===== config.mk =====
export PLATFORM = sky130hd
export DESIGN_NAME = adc_conversion_sequencer
export DESIGN_NICKNAME = d
export VERILOG_FILES = /design/src/pkg/adc_seq_pkg.sv /design/src/hw/adc_result_format.sv /design/src/hw/adc_conversion_sequencer.sv
export SDC_FILE = /design/constraint.sdc
export NUM_CORES = 1
export LEC_CHECK = 0
export BUFFER_PORTS_ARGS = -buffer_cell sky130_fd_sc_hd__buf_2
export CAP_MARGIN = 5
export CORE_MARGIN = 4
export CORE_UTILIZATION = 52
export CTS_CLUSTER_DIAMETER = 40
export DETAILED_ROUTE_END_ITERATION = 10
export HOLD_SLACK_MARGIN = 0.05
export PLACE_DENSITY_LB_ADDON = 0.3
export SLEW_MARGIN = 40
export SYNTH_ARGS = -nofsm -noshare
export SYNTH_HDL_FRONTEND = slang
export SYNTH_SLANG_ARGS = --single-unit

===== constraint.sdc =====
create_clock -name clk -period 2.5 [get_ports clk]
set_input_delay 0.375 -clock clk [delete_from_list [all_inputs] [get_ports clk]]
set_output_delay 0.375 -clock clk [all_outputs]
set_load 0.005 [all_outputs]

===== src/pkg/adc_seq_pkg.sv =====
// Register map, field layout and codes shared by the conversion sequencer
package adc_seq_pkg;

	// Register byte offsets on the APB slave
	localparam logic [7:0] OFS_INPUT_ENABLE = 8'h00;
	localparam logic [7:0] OFS_CTRL_STATUS  = 8'h04;
	localparam logic [7:0] OFS_SEQ_CFG      = 8'h08;
	localparam logic [7:0] OFS_EXTRA_CFG    = 8'h0c;
	localparam logic [7:0] OFS_RESULT_LOW   = 8'h10;
	localparam logic [7:0] OFS_RESULT_HIGH  = 8'h14;

	// Control/status field positions
	localparam int CS_EOC_BIT   = 7;
	localparam int CS_ST_BIT    = 6;
	localparam int CS_START_SOURCE_SELECT_LSB = 4;
	localparam int CS_BUSY_BIT  = 0;

	// Sequence and extra configuration field positions (same coding)
	localparam int CFG_SREF_LSB = 6;
	localparam int CFG_SDIV_LSB = 4;
	localparam int CFG_SCH_LSB  = 0;

	// Reset values
	localparam logic [7:0] INPUT_ENABLE_RST = 8'h00;
	localparam logic [1:0] START_SOURCE_SELECT_RST        = 2'h3;
	localparam logic [7:0] SEQ_CFG_RST      = 8'h00;
	localparam logic [7:0] EXTRA_CFG_RST    = 8'h00;

	// Start source choices
	localparam logic [1:0] START_SOURCE_SELECT_EXT_PIN  = 2'h0;
	localparam logic [1:0] START_SOURCE_SELECT_SEQ_END  = 2'h1;
	localparam logic [1:0] START_SOURCE_SELECT_TIMER    = 2'h2;
	localparam logic [1:0] START_SOURCE_SELECT_SOFTWARE = 2'h3;

	// Channel codes
	localparam logic [3:0] CH_DIFF_FIRST     = 4'h8;
	localparam logic [3:0] CH_INTERNAL_FIRST = 4'hc;
	localparam logic [3:0] CH_GND            = 4'hc;
	localparam logic [3:0] CH_VREF           = 4'hd;
	localparam logic [3:0] CH_TEMP           = 4'he;
	localparam logic [3:0] CH_VDD_THIRD      = 4'hf;

	// Result width and resolution per decimation code
	localparam int         RESULT_W   = 12;
	localparam logic [3:0] RES_SDIV_0 = 4'h7;
	localparam logic [3:0] RES_SDIV_1 = 4'h9;
	localparam logic [3:0] RES_SDIV_2 = 4'ha;
	localparam logic [3:0] RES_SDIV_3 = 4'hc;

endpackage


===== src/hw/adc_result_format.sv =====
// Truncates a raw conversion result to the resolution of its decimation rate
`timescale 1ns/1ps
module adc_result_format (
	// Decimation code of the finished conversion
	input  wire logic [1:0]                     sdiv,
	// Raw and truncated result, MSB aligned
	input  wire logic [adc_seq_pkg::RESULT_W-1:0] rawResult,
	output logic      [adc_seq_pkg::RESULT_W-1:0] result
);
	wire [3:0] resBits;
	wire [3:0] dropBits;
	wire [adc_seq_pkg::RESULT_W-1:0] keepMask;

	// Lower decimation rates give fewer meaningful bits
	assign resBits = (sdiv == 2'h0) ? adc_seq_pkg::RES_SDIV_0 :
		(sdiv == 2'h1) ? adc_seq_pkg::RES_SDIV_1 :
		(sdiv == 2'h2) ? adc_seq_pkg::RES_SDIV_2 :
		adc_seq_pkg::RES_SDIV_3;
	assign dropBits = 4'(adc_seq_pkg::RESULT_W) - resBits;
	assign keepMask = {adc_seq_pkg::RESULT_W{1'b1}} << dropBits;
	assign result   = rawResult & keepMask;
endmodule


===== src/hw/adc_conversion_sequencer.sv =====
// Converter sequencer: APB registers, channel sequencing, extra conversion
//
// Chosen here: register access over APB and the placing of the registers.
`timescale 1ns/1ps
// How it works
// - An enable bit per port pin makes that pin a converter input.
// - All converter inputs are disabled after reset.
// - Channel codes: 0-7 single, 8-11 pairs, 12-15 internal sources.
// - Single-ended sequence runs from input 0 up to the programmed input.
// - Differential sequence runs from pair 0/1 up to the selected pair.
// - Codes 12 and up give one conversion of an internal source.
// - Inputs in range but not enabled are skipped.
// - A pair is converted only when both of its pins are enabled.
// - Pairs are 0/1, 2/3, 4/5, 6/7; their difference is converted.
// - The temperature sensor is a selectable converter input.
// - One third of the supply is a selectable converter input.
// - Sequence results reach memory by DMA with no CPU action.
// - One separately configured extra conversion may be requested.
// - Decimation rate sets result resolution, 7 to 12 bits.
// - Sequence conversions raise DMA triggers; extra conversions raise an interrupt.
// - End-of-conversion flag sets on completion, clears on high byte read.
// - Software start bit starts a sequence, clears itself at its end.
// - Start source: pin edge, sequence end, timer compare, software bit.
// - Channel readback gives last code plus one below 12, else the code; an extra conversion reads back its own code unchanged.
module adc_conversion_sequencer #(
	parameter int NUM_INPUTS = 8
) (
	// Clock and reset
	input  wire logic                     clk,
	input  wire logic                     sys_rst,
	// APB slave
	input  wire logic [7:0]               paddr,
	input  wire logic                     psel,
	input  wire logic                     penable,
	input  wire logic                     pwrite,
	input  wire logic [31:0]              pwdata,
	output logic      [31:0]              prdata,
	output logic                          pready,
	output logic                          pslverr,
	// Start sources
	input  wire logic                     extStartPin,
	input  wire logic                     timerCompare,
	// Pin configuration
	output logic      [NUM_INPUTS-1:0]    analogEnable,
	// Converter core
	output logic                          convStart,
	output logic      [3:0]               convChannel,
	output logic      [1:0]               convRef,
	output logic      [1:0]               convDecim,
	input  wire logic                     convDone,
	input  wire logic [adc_seq_pkg::RESULT_W-1:0] convData,
	// DMA and interrupt
	output logic      [NUM_INPUTS:0]      dmaChanTrig,
	output logic                          dmaAllTrig,
	output logic                          extraDoneIrq
);
	localparam int IDX_W = $clog2(NUM_INPUTS);

	typedef enum logic [1:0] {IDLE, PICK, BUSY_SEQ, BUSY_EXTRA} state_e;

	function automatic logic [3:0] readback(input logic [3:0] code);
		readback = (code < adc_seq_pkg::CH_INTERNAL_FIRST) ?
			code + 4'h1 : code;
	endfunction

	state_e                      state_q, state_d;
	logic [IDX_W-1:0]            idx_q, idx_d;
	logic [NUM_INPUTS-1:0]       enable_q, enablePrev_q;
	logic [1:0]                  start_source_select_q;
	logic                        st_q, eoc_q, extraPend_q, extPrev_q;
	logic [7:0]                  seqCfg_q, extraCfg_q;
	logic [3:0]                  schRead_q;
	logic [adc_seq_pkg::RESULT_W-1:0] result_q;
	logic                        pready_q, pslverr_q;
	logic [31:0]                 prdata_q;
	logic                        convStart_q;
	logic [3:0]                  convChannel_q;
	logic [1:0]                  convRef_q, convDecim_q;
	logic [NUM_INPUTS:0]         dmaChanTrig_q;
	logic                        dmaAllTrig_q, irq_q;
	logic                        issueSeq, launchExtra, seqComplete;

	// APB decode
	wire accessCyc = psel & penable & ~pready_q;
	wire doneCyc   = psel & penable & pready_q;
	wire wrDone    = doneCyc & pwrite;
	wire rdDone    = doneCyc & ~pwrite;
	wire hitEnable = paddr == adc_seq_pkg::OFS_INPUT_ENABLE;
	wire hitCs     = paddr == adc_seq_pkg::OFS_CTRL_STATUS;
	wire hitSeq    = paddr == adc_seq_pkg::OFS_SEQ_CFG;
	wire hitExtra  = paddr == adc_seq_pkg::OFS_EXTRA_CFG;
	wire hitLow    = paddr == adc_seq_pkg::OFS_RESULT_LOW;
	wire hitHigh   = paddr == adc_seq_pkg::OFS_RESULT_HIGH;
	wire mapped    = hitEnable | hitCs | hitSeq | hitExtra | hitLow | hitHigh;

	wire busy      = state_q != IDLE;
	wire [7:0] csRead = {eoc_q, st_q, start_source_select_q, 3'h0, busy};
	wire [7:0] seqRead = {seqCfg_q[7:4], schRead_q};
	wire [7:0] rdByte =
		hitEnable ? 8'(enable_q) :
		hitCs     ? csRead :
		hitSeq    ? seqRead :
		hitExtra  ? extraCfg_q :
		hitLow    ? {result_q[3:0], 4'h0} :
		hitHigh   ? result_q[11:4] : 8'h00;

	// Configuration fields
	wire [3:0] sequence_channel_field    = seqCfg_q[adc_seq_pkg::CFG_SCH_LSB +: 4];
	wire [3:0] extSch = extraCfg_q[adc_seq_pkg::CFG_SCH_LSB +: 4];
	wire isInternal = sequence_channel_field >= adc_seq_pkg::CH_INTERNAL_FIRST;
	wire isDiff     = (sequence_channel_field >= adc_seq_pkg::CH_DIFF_FIRST) & ~isInternal;

	// Pair usability, both pins enabled
	logic [NUM_INPUTS/2-1:0] pairOk;
	for (genvar p = 0; p < NUM_INPUTS/2; p++) begin : g_pair
		assign pairOk[p] = enable_q[2*p] & enable_q[2*p+1];
	end

	// Entry range and usability of the current sequence entry
	wire [IDX_W-1:0] lastIdx = isDiff ? IDX_W'(sequence_channel_field[1:0]) : sequence_channel_field[IDX_W-1:0];
	wire lastEntry = isInternal | (idx_q == lastIdx);
	wire entryUsable = isInternal ? 1'b1 :
		isDiff ? pairOk[idx_q[IDX_W-2:0]] :
		enable_q[idx_q];
	// Pairs use codes 8..11, single-ended use the input number
	wire [3:0] entryCode = isInternal ? sequence_channel_field :
		isDiff ? (adc_seq_pkg::CH_DIFF_FIRST | 4'(idx_q)) : 4'(idx_q);

	// Start sources
	wire extRise = extStartPin & ~extPrev_q;
	wire startEvent =
		(start_source_select_q == adc_seq_pkg::START_SOURCE_SELECT_EXT_PIN)  ? extRise :
		(start_source_select_q == adc_seq_pkg::START_SOURCE_SELECT_TIMER)    ? timerCompare :
		(start_source_select_q == adc_seq_pkg::START_SOURCE_SELECT_SOFTWARE) ? st_q :
		1'b0;
	wire chainStart = start_source_select_q == adc_seq_pkg::START_SOURCE_SELECT_SEQ_END;

	wire seqEnd   = (state_q == BUSY_SEQ) & convDone;
	wire extraEnd = (state_q == BUSY_EXTRA) & convDone;
	wire skipEnt  = (state_q == PICK) & ~entryUsable;
	wire [adc_seq_pkg::RESULT_W-1:0] fmtResult;

	adc_result_format u_fmt (
		.sdiv      (convDecim_q),
		.rawResult (convData),
		.result    (fmtResult)
	);

	// Sequencer, one conversion in flight at a time
	always_comb begin
		state_d     = state_q;
		idx_d       = idx_q;
		issueSeq    = 1'b0;
		launchExtra = 1'b0;
		seqComplete = 1'b0;
		case (state_q)
			IDLE: begin
				if (extraPend_q) begin
					launchExtra = 1'b1;
					state_d     = BUSY_EXTRA;
				end else if (startEvent) begin
					idx_d   = '0;
					state_d = PICK;
				end
			end
			PICK: begin
				if (entryUsable) begin
					issueSeq = 1'b1;
					state_d  = BUSY_SEQ;
				end else if (!lastEntry) begin
					idx_d = idx_q + 1'b1;
				end else begin
					seqComplete = 1'b1;
				end
			end
			BUSY_SEQ: begin
				if (convDone && !lastEntry) begin
					idx_d   = idx_q + 1'b1;
					state_d = PICK;
				end else if (convDone) begin
					seqComplete = 1'b1;
				end
			end
			BUSY_EXTRA: begin
				if (convDone)
					state_d = IDLE;
			end
			default: state_d = IDLE;
		endcase
		// Held extra request goes after the sequence
		if (seqComplete) begin
			if (extraPend_q) begin
				launchExtra = 1'b1;
				state_d     = BUSY_EXTRA;
			end else if (chainStart) begin
				idx_d   = '0;
				state_d = PICK;
			end else begin
				state_d = IDLE;
			end
		end
	end

	// Flag next values; a set in the same cycle as a clear wins
	wire csWrite  = wrDone & hitCs;
	wire stSet    = csWrite & pwdata[adc_seq_pkg::CS_ST_BIT];
	wire st_d     = stSet | (st_q & ~seqComplete);
	wire eocClear = rdDone & hitHigh;
	wire eoc_d    = seqEnd | extraEnd | (eoc_q & ~eocClear);
	wire extraWr  = wrDone & hitExtra;
	wire extraPend_d = extraWr | (extraPend_q & ~launchExtra);

	always_ff @(posedge clk) begin
		if (sys_rst) begin
			state_q     <= IDLE;
			idx_q       <= '0;
			st_q        <= 1'b0;
			eoc_q       <= 1'b0;
			extraPend_q <= 1'b0;
			extPrev_q   <= 1'b0;
		end else begin
			state_q     <= state_d;
			idx_q       <= idx_d;
			st_q        <= st_d;
			eoc_q       <= eoc_d;
			extraPend_q <= extraPend_d;
			extPrev_q   <= extStartPin;
		end
	end

	// Software registers
	always_ff @(posedge clk) begin
		if (sys_rst) begin
			enable_q   <= NUM_INPUTS'(adc_seq_pkg::INPUT_ENABLE_RST);
			start_source_select_q    <= adc_seq_pkg::START_SOURCE_SELECT_RST;
			seqCfg_q   <= adc_seq_pkg::SEQ_CFG_RST;
			extraCfg_q <= adc_seq_pkg::EXTRA_CFG_RST;
		end else begin
			if (wrDone && hitEnable)
				enable_q <= pwdata[NUM_INPUTS-1:0];
			if (csWrite)
				start_source_select_q <= pwdata[adc_seq_pkg::CS_START_SOURCE_SELECT_LSB +: 2];
			if (wrDone && hitSeq)
				seqCfg_q <= pwdata[7:0];
			if (extraWr)
				extraCfg_q <= pwdata[7:0];
		end
	end

	// Channel readback follows the last finished or skipped entry or finished extra conversion
	always_ff @(posedge clk) begin
		if (sys_rst)
			schRead_q <= 4'h0;
		else if (seqEnd || skipEnt)
			schRead_q <= readback(entryCode);
		else if (extraEnd)
			schRead_q <= convChannel_q;
		else if (wrDone && hitSeq)
			schRead_q <= pwdata[adc_seq_pkg::CFG_SCH_LSB +: 4];
	end

	// Converter command; internal codes reach the temperature sensor and
	// the supply third through the same channel field
	always_ff @(posedge clk) begin
		if (sys_rst) begin
			convStart_q   <= 1'b0;
			convChannel_q <= 4'h0;
			convRef_q     <= 2'h0;
			convDecim_q   <= 2'h0;
		end else begin
			convStart_q <= issueSeq | launchExtra;
			if (launchExtra) begin
				convChannel_q <= extSch;
				convRef_q     <= extraCfg_q[adc_seq_pkg::CFG_SREF_LSB +: 2];
				convDecim_q   <= extraCfg_q[adc_seq_pkg::CFG_SDIV_LSB +: 2];
			end else if (issueSeq) begin
				convChannel_q <= entryCode;
				convRef_q     <= seqCfg_q[adc_seq_pkg::CFG_SREF_LSB +: 2];
				convDecim_q   <= seqCfg_q[adc_seq_pkg::CFG_SDIV_LSB +: 2];
			end
		end
	end

	// Results, DMA triggers and extra-done interrupt
	always_ff @(posedge clk) begin
		if (sys_rst) begin
			result_q      <= '0;
			dmaChanTrig_q <= '0;
			dmaAllTrig_q  <= 1'b0;
			irq_q         <= 1'b0;
		end else begin
			if (seqEnd || extraEnd)
				result_q <= fmtResult;
			dmaChanTrig_q <= '0;
			if (seqEnd && isInternal)
				dmaChanTrig_q[NUM_INPUTS] <= 1'b1;
			else if (seqEnd)
				dmaChanTrig_q[idx_q] <= 1'b1;
			dmaAllTrig_q <= seqEnd;
			irq_q        <= extraEnd;
		end
	end

	// APB answer: access phase lasts two cycles, errors on unmapped offsets
	always_ff @(posedge clk) begin
		if (sys_rst) begin
			pready_q     <= 1'b0;
			pslverr_q    <= 1'b0;
			prdata_q     <= 32'h0;
			enablePrev_q <= '0;
		end else begin
			pready_q     <= accessCyc;
			pslverr_q    <= accessCyc & ~mapped;
			prdata_q     <= (accessCyc && !pwrite) ? {24'h0, rdByte} : 32'h0;
			enablePrev_q <= enable_q;
		end
	end

	assign prdata       = prdata_q;
	assign pready       = pready_q;
	assign pslverr      = pslverr_q;
	assign analogEnable = enable_q;
	assign convStart    = convStart_q;
	assign convChannel  = convChannel_q;
	assign convRef      = convRef_q;
	assign convDecim    = convDecim_q;
	assign dmaChanTrig  = dmaChanTrig_q;
	assign dmaAllTrig   = dmaAllTrig_q;
	assign extraDoneIrq = irq_q;

	a_enable_reset: assert property (
		@(posedge clk) $fell(sys_rst) |-> analogEnable == '0)
		else $error("inputs enabled after reset");

	a_skip_disabled: assert property (
		@(posedge clk) disable iff (sys_rst)
		(convStart && state_q == BUSY_SEQ && convChannel < 4'h8)
			|-> enablePrev_q[convChannel[IDX_W-1:0]])
		else $error("disabled input was converted");

	a_pair_enabled: assert property (
		@(posedge clk) disable iff (sys_rst)
		(convStart && state_q == BUSY_SEQ && convChannel[3:2] == 2'b10)
			|-> enablePrev_q[{convChannel[1:0], 1'b0}]
			&& enablePrev_q[{convChannel[1:0], 1'b1}])
		else $error("pair converted with a pin disabled");

	a_eoc_sets: assert property (
		@(posedge clk) disable iff (sys_rst)
		(convDone && (state_q == BUSY_SEQ || state_q == BUSY_EXTRA))
			|=> eoc_q ##1 (eoc_q || $past(eocClear)))
		else $error("end of conversion flag not set");

	a_start_clears: assert property (
		@(posedge clk) disable iff (sys_rst)
		(seqComplete && !stSet) |=> !st_q)
		else $error("start bit not cleared at sequence end");

	a_one_at_time: assert property (
		@(posedge clk) disable iff (sys_rst)
		(state_q == BUSY_SEQ && !convDone) |=> !convStart)
		else $error("second conversion started while busy");

	a_extra_waits: assert property (
		@(posedge clk) disable iff (sys_rst)
		(extraPend_q && state_q == BUSY_SEQ && convDone && !lastEntry)
			|=> state_q == PICK && !convStart)
		else $error("extra conversion started inside a sequence");

	a_sch_readback: assert property (
		@(posedge clk) disable iff (sys_rst)
		seqEnd |=> schRead_q == readback($past(entryCode)))
		else $error("channel readback wrong");

	a_dma_trigger: assert property (
		@(posedge clk) disable iff (sys_rst)
		seqEnd |=> dmaAllTrig && $onehot(dmaChanTrig) ##1 !dmaAllTrig)
		else $error("dma trigger missing or too long");

	a_irq_extra: assert property (
		@(posedge clk) disable iff (sys_rst)
		extraEnd |=> extraDoneIrq && !dmaAllTrig)
		else $error("extra conversion interrupt wrong");

endmodule


==> results of run 1 <==
## final cells by class
type	count	area, um^2	share of cell area [%]
clock buffers	10	128	2.69
clock inverters	6	66.3	1.40
inverters	11	41.3	0.870
multi-input cells	362	2200	46.4
flip-flops and latches	81	1620	34.2
well taps	99	124	2.61
repair buffers	98	566	11.9
## power by group
part / leakage (nW) / switching [mW] / internal (mW)
clock: 0.101 / 0.496 / 0.466
sequential: 0.654 / 0.0282 / 1.34
combinational: 1.23 / 0.404 / 0.250
## metal layers
| metal | vias to the layer above | wire (um) |
|---|---|---|
| li1 | 1828 | - |
| met1 | 1861 | 4860 |
| met2 | 204 | 5380 |
| met3 | 17 | 1100 |
| met4 | 0 | 161 |
| met5 | - | 0 |
## state kept, by name, indices dropped and copies added, names as in the netlist, 3 cells and up
name and cells:
seqCfg_q 8, analogEnable 8, idx_q 3, convChannel 4, schRead_q 4, dmaChanTrig 9, result_q 12, extraCfg_q 8
prdata 8
## cells by family (layout without fill, tap and decap cells)
group                    Yosys count  after routing  synth area share [%]
AND/OR/NAND/NOR                  166            166                  19.9
AO/OA/AOI/OAI                    126            126                  20.3
flip-flops                        81             81                  40.0
buffers and inverters             57            125                  7.90
multiplexers                      36             36                  9.16
adder cells (fa/ha/maj)            6              6                  1.85
XOR/XNOR                           4              4                 0.864
other                              1             24                0.0924
## layout by cell type, fill, tap and decap left out, types with 3 or more instances in the layout
cell type / count
xor2_1: 4
a21boi_0: 5
clkbuf_8: 9
nand4_1: 6
mux2_2: 9
a21oi_1: 56
o31ai_1: 3
nor2b_1: 4
buf_4: 24
o211ai_1: 10
conb_1: 24
ha_1: 6
o21ai_0: 13
nand3_1: 9
dfxtp_1: 80
nor2_1: 44
buf_2: 73
a222oi_1: 4
a211oi_1: 9
o22ai_1: 5
nor3_1: 8
nand2b_1: 6
nand2_1: 65
inv_1: 11
mux2i_1: 27
## what timing repair did
item                       in CTS  in global routing
gates resized for setup         0                  1
setup endpoints to repair       0                  3
hold endpoints to repair        0                  0
## stage by stage
step	util (%)	cells	total power [mW]	setup slack [ns]
after global routing	64.1	667	3.11	0.0156
after detailed placement	61.5	651	2.03	0.154
final	64.1	667	2.98	0.196
after floorplan	-	500	1.83	0.350
after global placement	61.5	651	2.01	0.193
after CTS	64.1	667	2.97	0.148
## worst paths after layout
kind / from / to / slack [ns] / depth (start not counted)
worst min register to register: result_q[11] / result_q[11] / 0.46 / 2
worst max-delay path: idx_q[1] / convDecim[1] / 0.20 / 6
worst min-delay path: convData[5] / result_q[5] / 0.24 / 3
worst max register to register: idx_q[1] / convDecim[1] / 0.20 / 6
## critical path: stages (launching register included)
cell	delay [ns]
dfxtp_1	0.50
or2_2	0.20
o221ai_1	0.26
or3_2	0.59
a211oi_4	0.31
nor2_2	0.14
a211oi_1	0.22
==> flow_metrics.py, run 1 <==
metrics = {
    "run_status": {
        "status": "complete, no violations",
    },
    "die": {
        "initial_core_util_pct": 54.8,
        "dieHeight_um": 96.3,
        "die_x_um": 96.3,
        "floorplan.io_pins": 122,
        "coreArea_um2": 7410,
        "dieArea_um2": 9280,
        "rows": 31,
    },
    "yosys": {
        "ys_types": 59,
        "yosysTopAreaCell": "dfxtp_1",
        "synth_top_area_share_pct": 40.0,
        "ys_seq_area_share_pct": 40.0,
        "synthTopCellsByCount": "dfxtp_1 (81), nand2_1 (65), a21oi_1 (56), nor2_1 (44)",
        "yosysMostFrequentCell": "dfxtp_1",
        "syn_area_um2": 4060,
        "yosysWarningCount": 0,
        "yosys_most_used_dff": "dfxtp_1",
        "synthArstFlopShare_pct": 0,
        "synth_top_cells_by_area": "dfxtp_1 (40%), a21oi_1 (6.9%), mux2i_1 (6.7%)",
        "synth-edff-count": 0,
        "synth_cells": 477,
        "ys_ff_latch": 81,
        "syn_avg_cell_area_um2": 8.50,
    },
    "setup_path": {
        "crit_arrival_ns": 2.58,
        "cp_max_fo": 9,
        "path_class": "reg2reg",
        "cp-start-kind": "flop",
        "required_ns": 2.78,
        "endpoint_kind": "flop",
    },
    "global_routing": {
        "grt_max_degree": 62,
        "met2_usage_pct": 39.7,
        "grt_pass1_vias": 3537,
        "use_met1_pct": 35.4,
        "top_usage_layer": "met2",
        "grt_pass1_wl_um": 17900,
        "antenna_found_initial": 0,
        "track_usage_pct": 25.2,
        "grtUsageMet3_pct": 3.44,
        "grt_overflow_total": 0,
    },
    "placement": {
        "dpl_cell_area_um2": 4550,
        "numPortBuffers": 73,
        "hpwl_um": 8530,
        "gp_congestion": 0.891,
    },
    "timing": {
        "maxClockFrequency_mhz": 434,
        "worst_pin_slew_ns": 0.519,
        "rsz0062_at_grt": "false",
        "setup_viol": 0,
        "fin_skew_ns": 0.0129,
        "finalHoldViolations": 0,
        "fin_crit_sh_pct": 92.2,
        "finalMaxSlewViolations": 0,
        "finalSetupTns_ns": 0,
        "hold_ws_ns": 0.244,
        "relSlewSlack_pct": 65.2,
        "period_minus_slack_ns": 2.30,
    },
    "clocking": {
        "clockBufferDepth": 2,
        "clk_pin_slew_ns": 0.09,
        "cts.sinks": 81,
        "postCtsHoldBufs": 0,
        "cts_tree": "yes",
        "cts.htree.levels": 3,
        "insertion_delay_ns": 0.36,
        "cts_buffers": 9,
        "cts.root.buffer_cell": "clkbuf_8",
        "post_cts_buffers": 0,
    },
    "power": {
        "p_leak_nw": 1.99,
        "worst_ir_drop_vdd_mv": 0.323,
        "cellPowerDensity_nw_per_um2": 627,
    },
    "layout": {
        "drive_gt1_share_pct": 24.1,
        "syn_to_final_growth_pct": 17.1,
        "diodes": 0,
        "fin_nets": 629,
        "fillers": 670,
        "finalInstanceArea_um2": 4750,
    },
    "drt": {
        "drt_iter0_drc": 390,
        "wl_um": 11500,
        "antenna_left": 0,
        "wl_per_cell_um": 17.3,
        "vias": 3910,
        "routed_via_density": 5.86,
        "drc_errors": 0,
        "drtPass1Iterations": 5,
    },
    "flow_run": {
        "cap_violations": 0,
    },
    "worst_hold_path": {
        "hold_class": "in2reg",
    },
}
No activity file was read; power rests on OpenSTA's default activity.
==> inputs of run 2 (changes only) <==
- GPL_TIMING_DRIVEN: not set -> 0
==> flow_metrics.py, run 2 (synthesized netlist as in run 1, its figures left out) <==
metrics = {
    "drt": {
        "met2_wirelength_um": 5680,
        "wl_met1_um": 4940,
        "dr.max_layer_used": "met4",
        "drtPass1Iterations": 5,
        "vias": 4024,
        "wl_per_cell_um": 17.4,
        "wl_met3_um": 1130,
        "drc_errors": 0,
        "wl_um": 12000,
        "antenna_left": 0,
        "drt_iter0_drc": 353,
        "routed_via_density": 5.85,
    },
    "global_routing": {
        "grt_pass1_vias": 3672,
        "grt_max_degree": 16,
        "antenna_found_initial": 0,
        "track_usage_pct": 25.6,
        "grt_pass1_wl_um": 18000,
        "grt_overflow_total": 0,
    },
    "clocking": {
        "clk_pin_slew_ns": 0.10,
        "clockBufferDepth": 2,
        "cts.htree.levels": 3,
        "insertion_delay_ns": 0.36,
        "cts.root.buffer_cell": "clkbuf_8",
        "cts_buffers": 9,
        "cts_tree": "yes",
        "cts.sinks": 81,
    },
    "die": {
        "initial_core_util_pct": 54.8,
        "rows": 31,
        "dieArea_um2": 9280,
        "die_x_um": 96.3,
        "coreArea_um2": 7410,
        "dieHeight_um": 96.3,
        "floorplan.io_pins": 122,
    },
    "placement": {
        "hpwl_um": 8770,
        "dpl_cell_area_um2": 4630,
        "gp_congestion": 0.970,
        "place_ws_ns": -0.148,
        "post-place-cells": 671,
        "numPortBuffers": 72,
    },
    "layout": {
        "fin_nets": 650,
        "layout_common_cells": "dfxtp_1 (81), buf_2 (75), nand2_1 (64), a21oi_1 (56), nor2_1 (44)",
        "fillers": 655,
        "instances_no_fill": 688,
        "largest_reg_flops": 12,
        "finalInstanceArea_um2": 4920,
        "diodes": 0,
        "final_common_cell": "dfxtp_1",
        "drive_gt1_share_pct": 25.8,
        "syn_to_final_growth_pct": 21.4,
        "largest_register": "result_q",
    },
    "timing": {
        "period_minus_slack_ns": 2.42,
        "hold_ws_ns": 0.226,
        "worst_pin_slew_ns": 0.849,
        "fin_skew_ns": 0.0170,
        "maxClockFrequency_mhz": 413,
        "finalSetupTns_ns": 0,
        "finalWorstSetupSlack_ns": 0.0793,
        "relSlewSlack_pct": 42.9,
        "finalMaxSlewViolations": 0,
        "rsz0062_at_grt": "true",
        "fin_crit_sh_pct": 96.8,
        "setup_viol": 0,
        "finalHoldViolations": 0,
    },
    "setup_path": {
        "ff2ff_setup_slack_ns": 0.08,
        "path_class": "reg2reg",
        "crit_arrival_ns": 2.68,
        "crit_path_top_delay_cell": "o31a_1",
        "cp-start-kind": "flop",
        "cp_num_buf_inv": 2,
        "crit_family": "compound AO/OA/AOI/OAI gates",
        "ff2ff_path_depth": 8,
        "crit_path_frequent_cell": "nand4_1",
        "required_ns": 2.76,
        "endpoint_kind": "flop",
        "path_cells": "buf_4, buf_2, nand4_1, nand4_1, o31a_1, a211oi_4, nor2_2, a211oi_1",
        "worst-path-stages": 8,
        "critPathMaxStageDelay_ns": 0.44,
        "cp_max_fo": 10,
    },
    "flow_run": {
        "cap_violations": 0,
    },
    "power": {
        "p_leak_nw": 2.05,
        "worst_ir_drop_vdd_mv": 0.335,
        "cellPowerDensity_nw_per_um2": 633,
    },
    "worst_hold_path": {
        "worstHoldPathCells": 2,
        "hold_class": "in2reg",
    },
    "run_status": {
        "status": "complete, no violations",
    },
}
[run 2: cell count changes in the layout (fill, tap and decap cells not counted), sizes merged]
| cell | change |
|---|---|
| inv | +1 |
| bufinv | +1 |
| clkbuf | +13 |
| buf | +7 |
| clkinv | -1 |
[run 2: final timing paths]
| path | to | start |
|---|---|---|
| max | convDecim[0] | idx_q[0] |
| min | extPrev_q | extStartPin |
| max reg2reg | convDecim[0] | idx_q[0] |
| min reg2reg | result_q[0] | result_q[0] |
[run 2: metal layers]
layer	track usage, %	vias up
li1	-	1879
met1	34.8	1911
met4	9.93	0
met2	40.5	210
met3	4.46	24
met5	0	-
[run 2: per-stage QoR]
step	util, %	total power, mW
4_1_cts	65.6	3.08
5_1_grt	66.5	3.24
3_3_place_gp	62.5	1.99
2_1_floorplan	-	1.83
6_report	66.5	3.12
3_5_place_dp	62.5	2.00
[run 2: worst register-to-register path: cells and delay by family, from the launching register on]
family / cells / cell delay (ns)
flops: 1 / 0.33
buf+inv: 2 / 0.36
simple gates: 3 / 0.58
compound gates: 3 / 1.04
[run 2: final cells by class]
class / count / area, um^2 / area share [%]
inverter: 11 / 41.3 / 0.838
buffer: 46 / 282 / 5.72
tap: 99 / 124 / 2.52
clock inverter: 7 / 103 / 2.08
timing repair buffer: 73 / 368 / 7.47
multi-input combinational: 362 / 2260 / 45.9
sequential: 81 / 1620 / 32.9
clock buffer: 9 / 124 / 2.52
[run 2: power by group]
group          internal, mW  switching (mW)
combinational         0.237           0.404
clock                 0.575           0.538
sequential             1.34          0.0281
[run 2: what timing repair did]
item | CTS | global route
endpoints found under the setup margin | 4 | 17
hold buffers | 0 | 0
setup buffers | 0 | 1
pin swaps | 0 | 2
gates resized for setup | 2 | 10
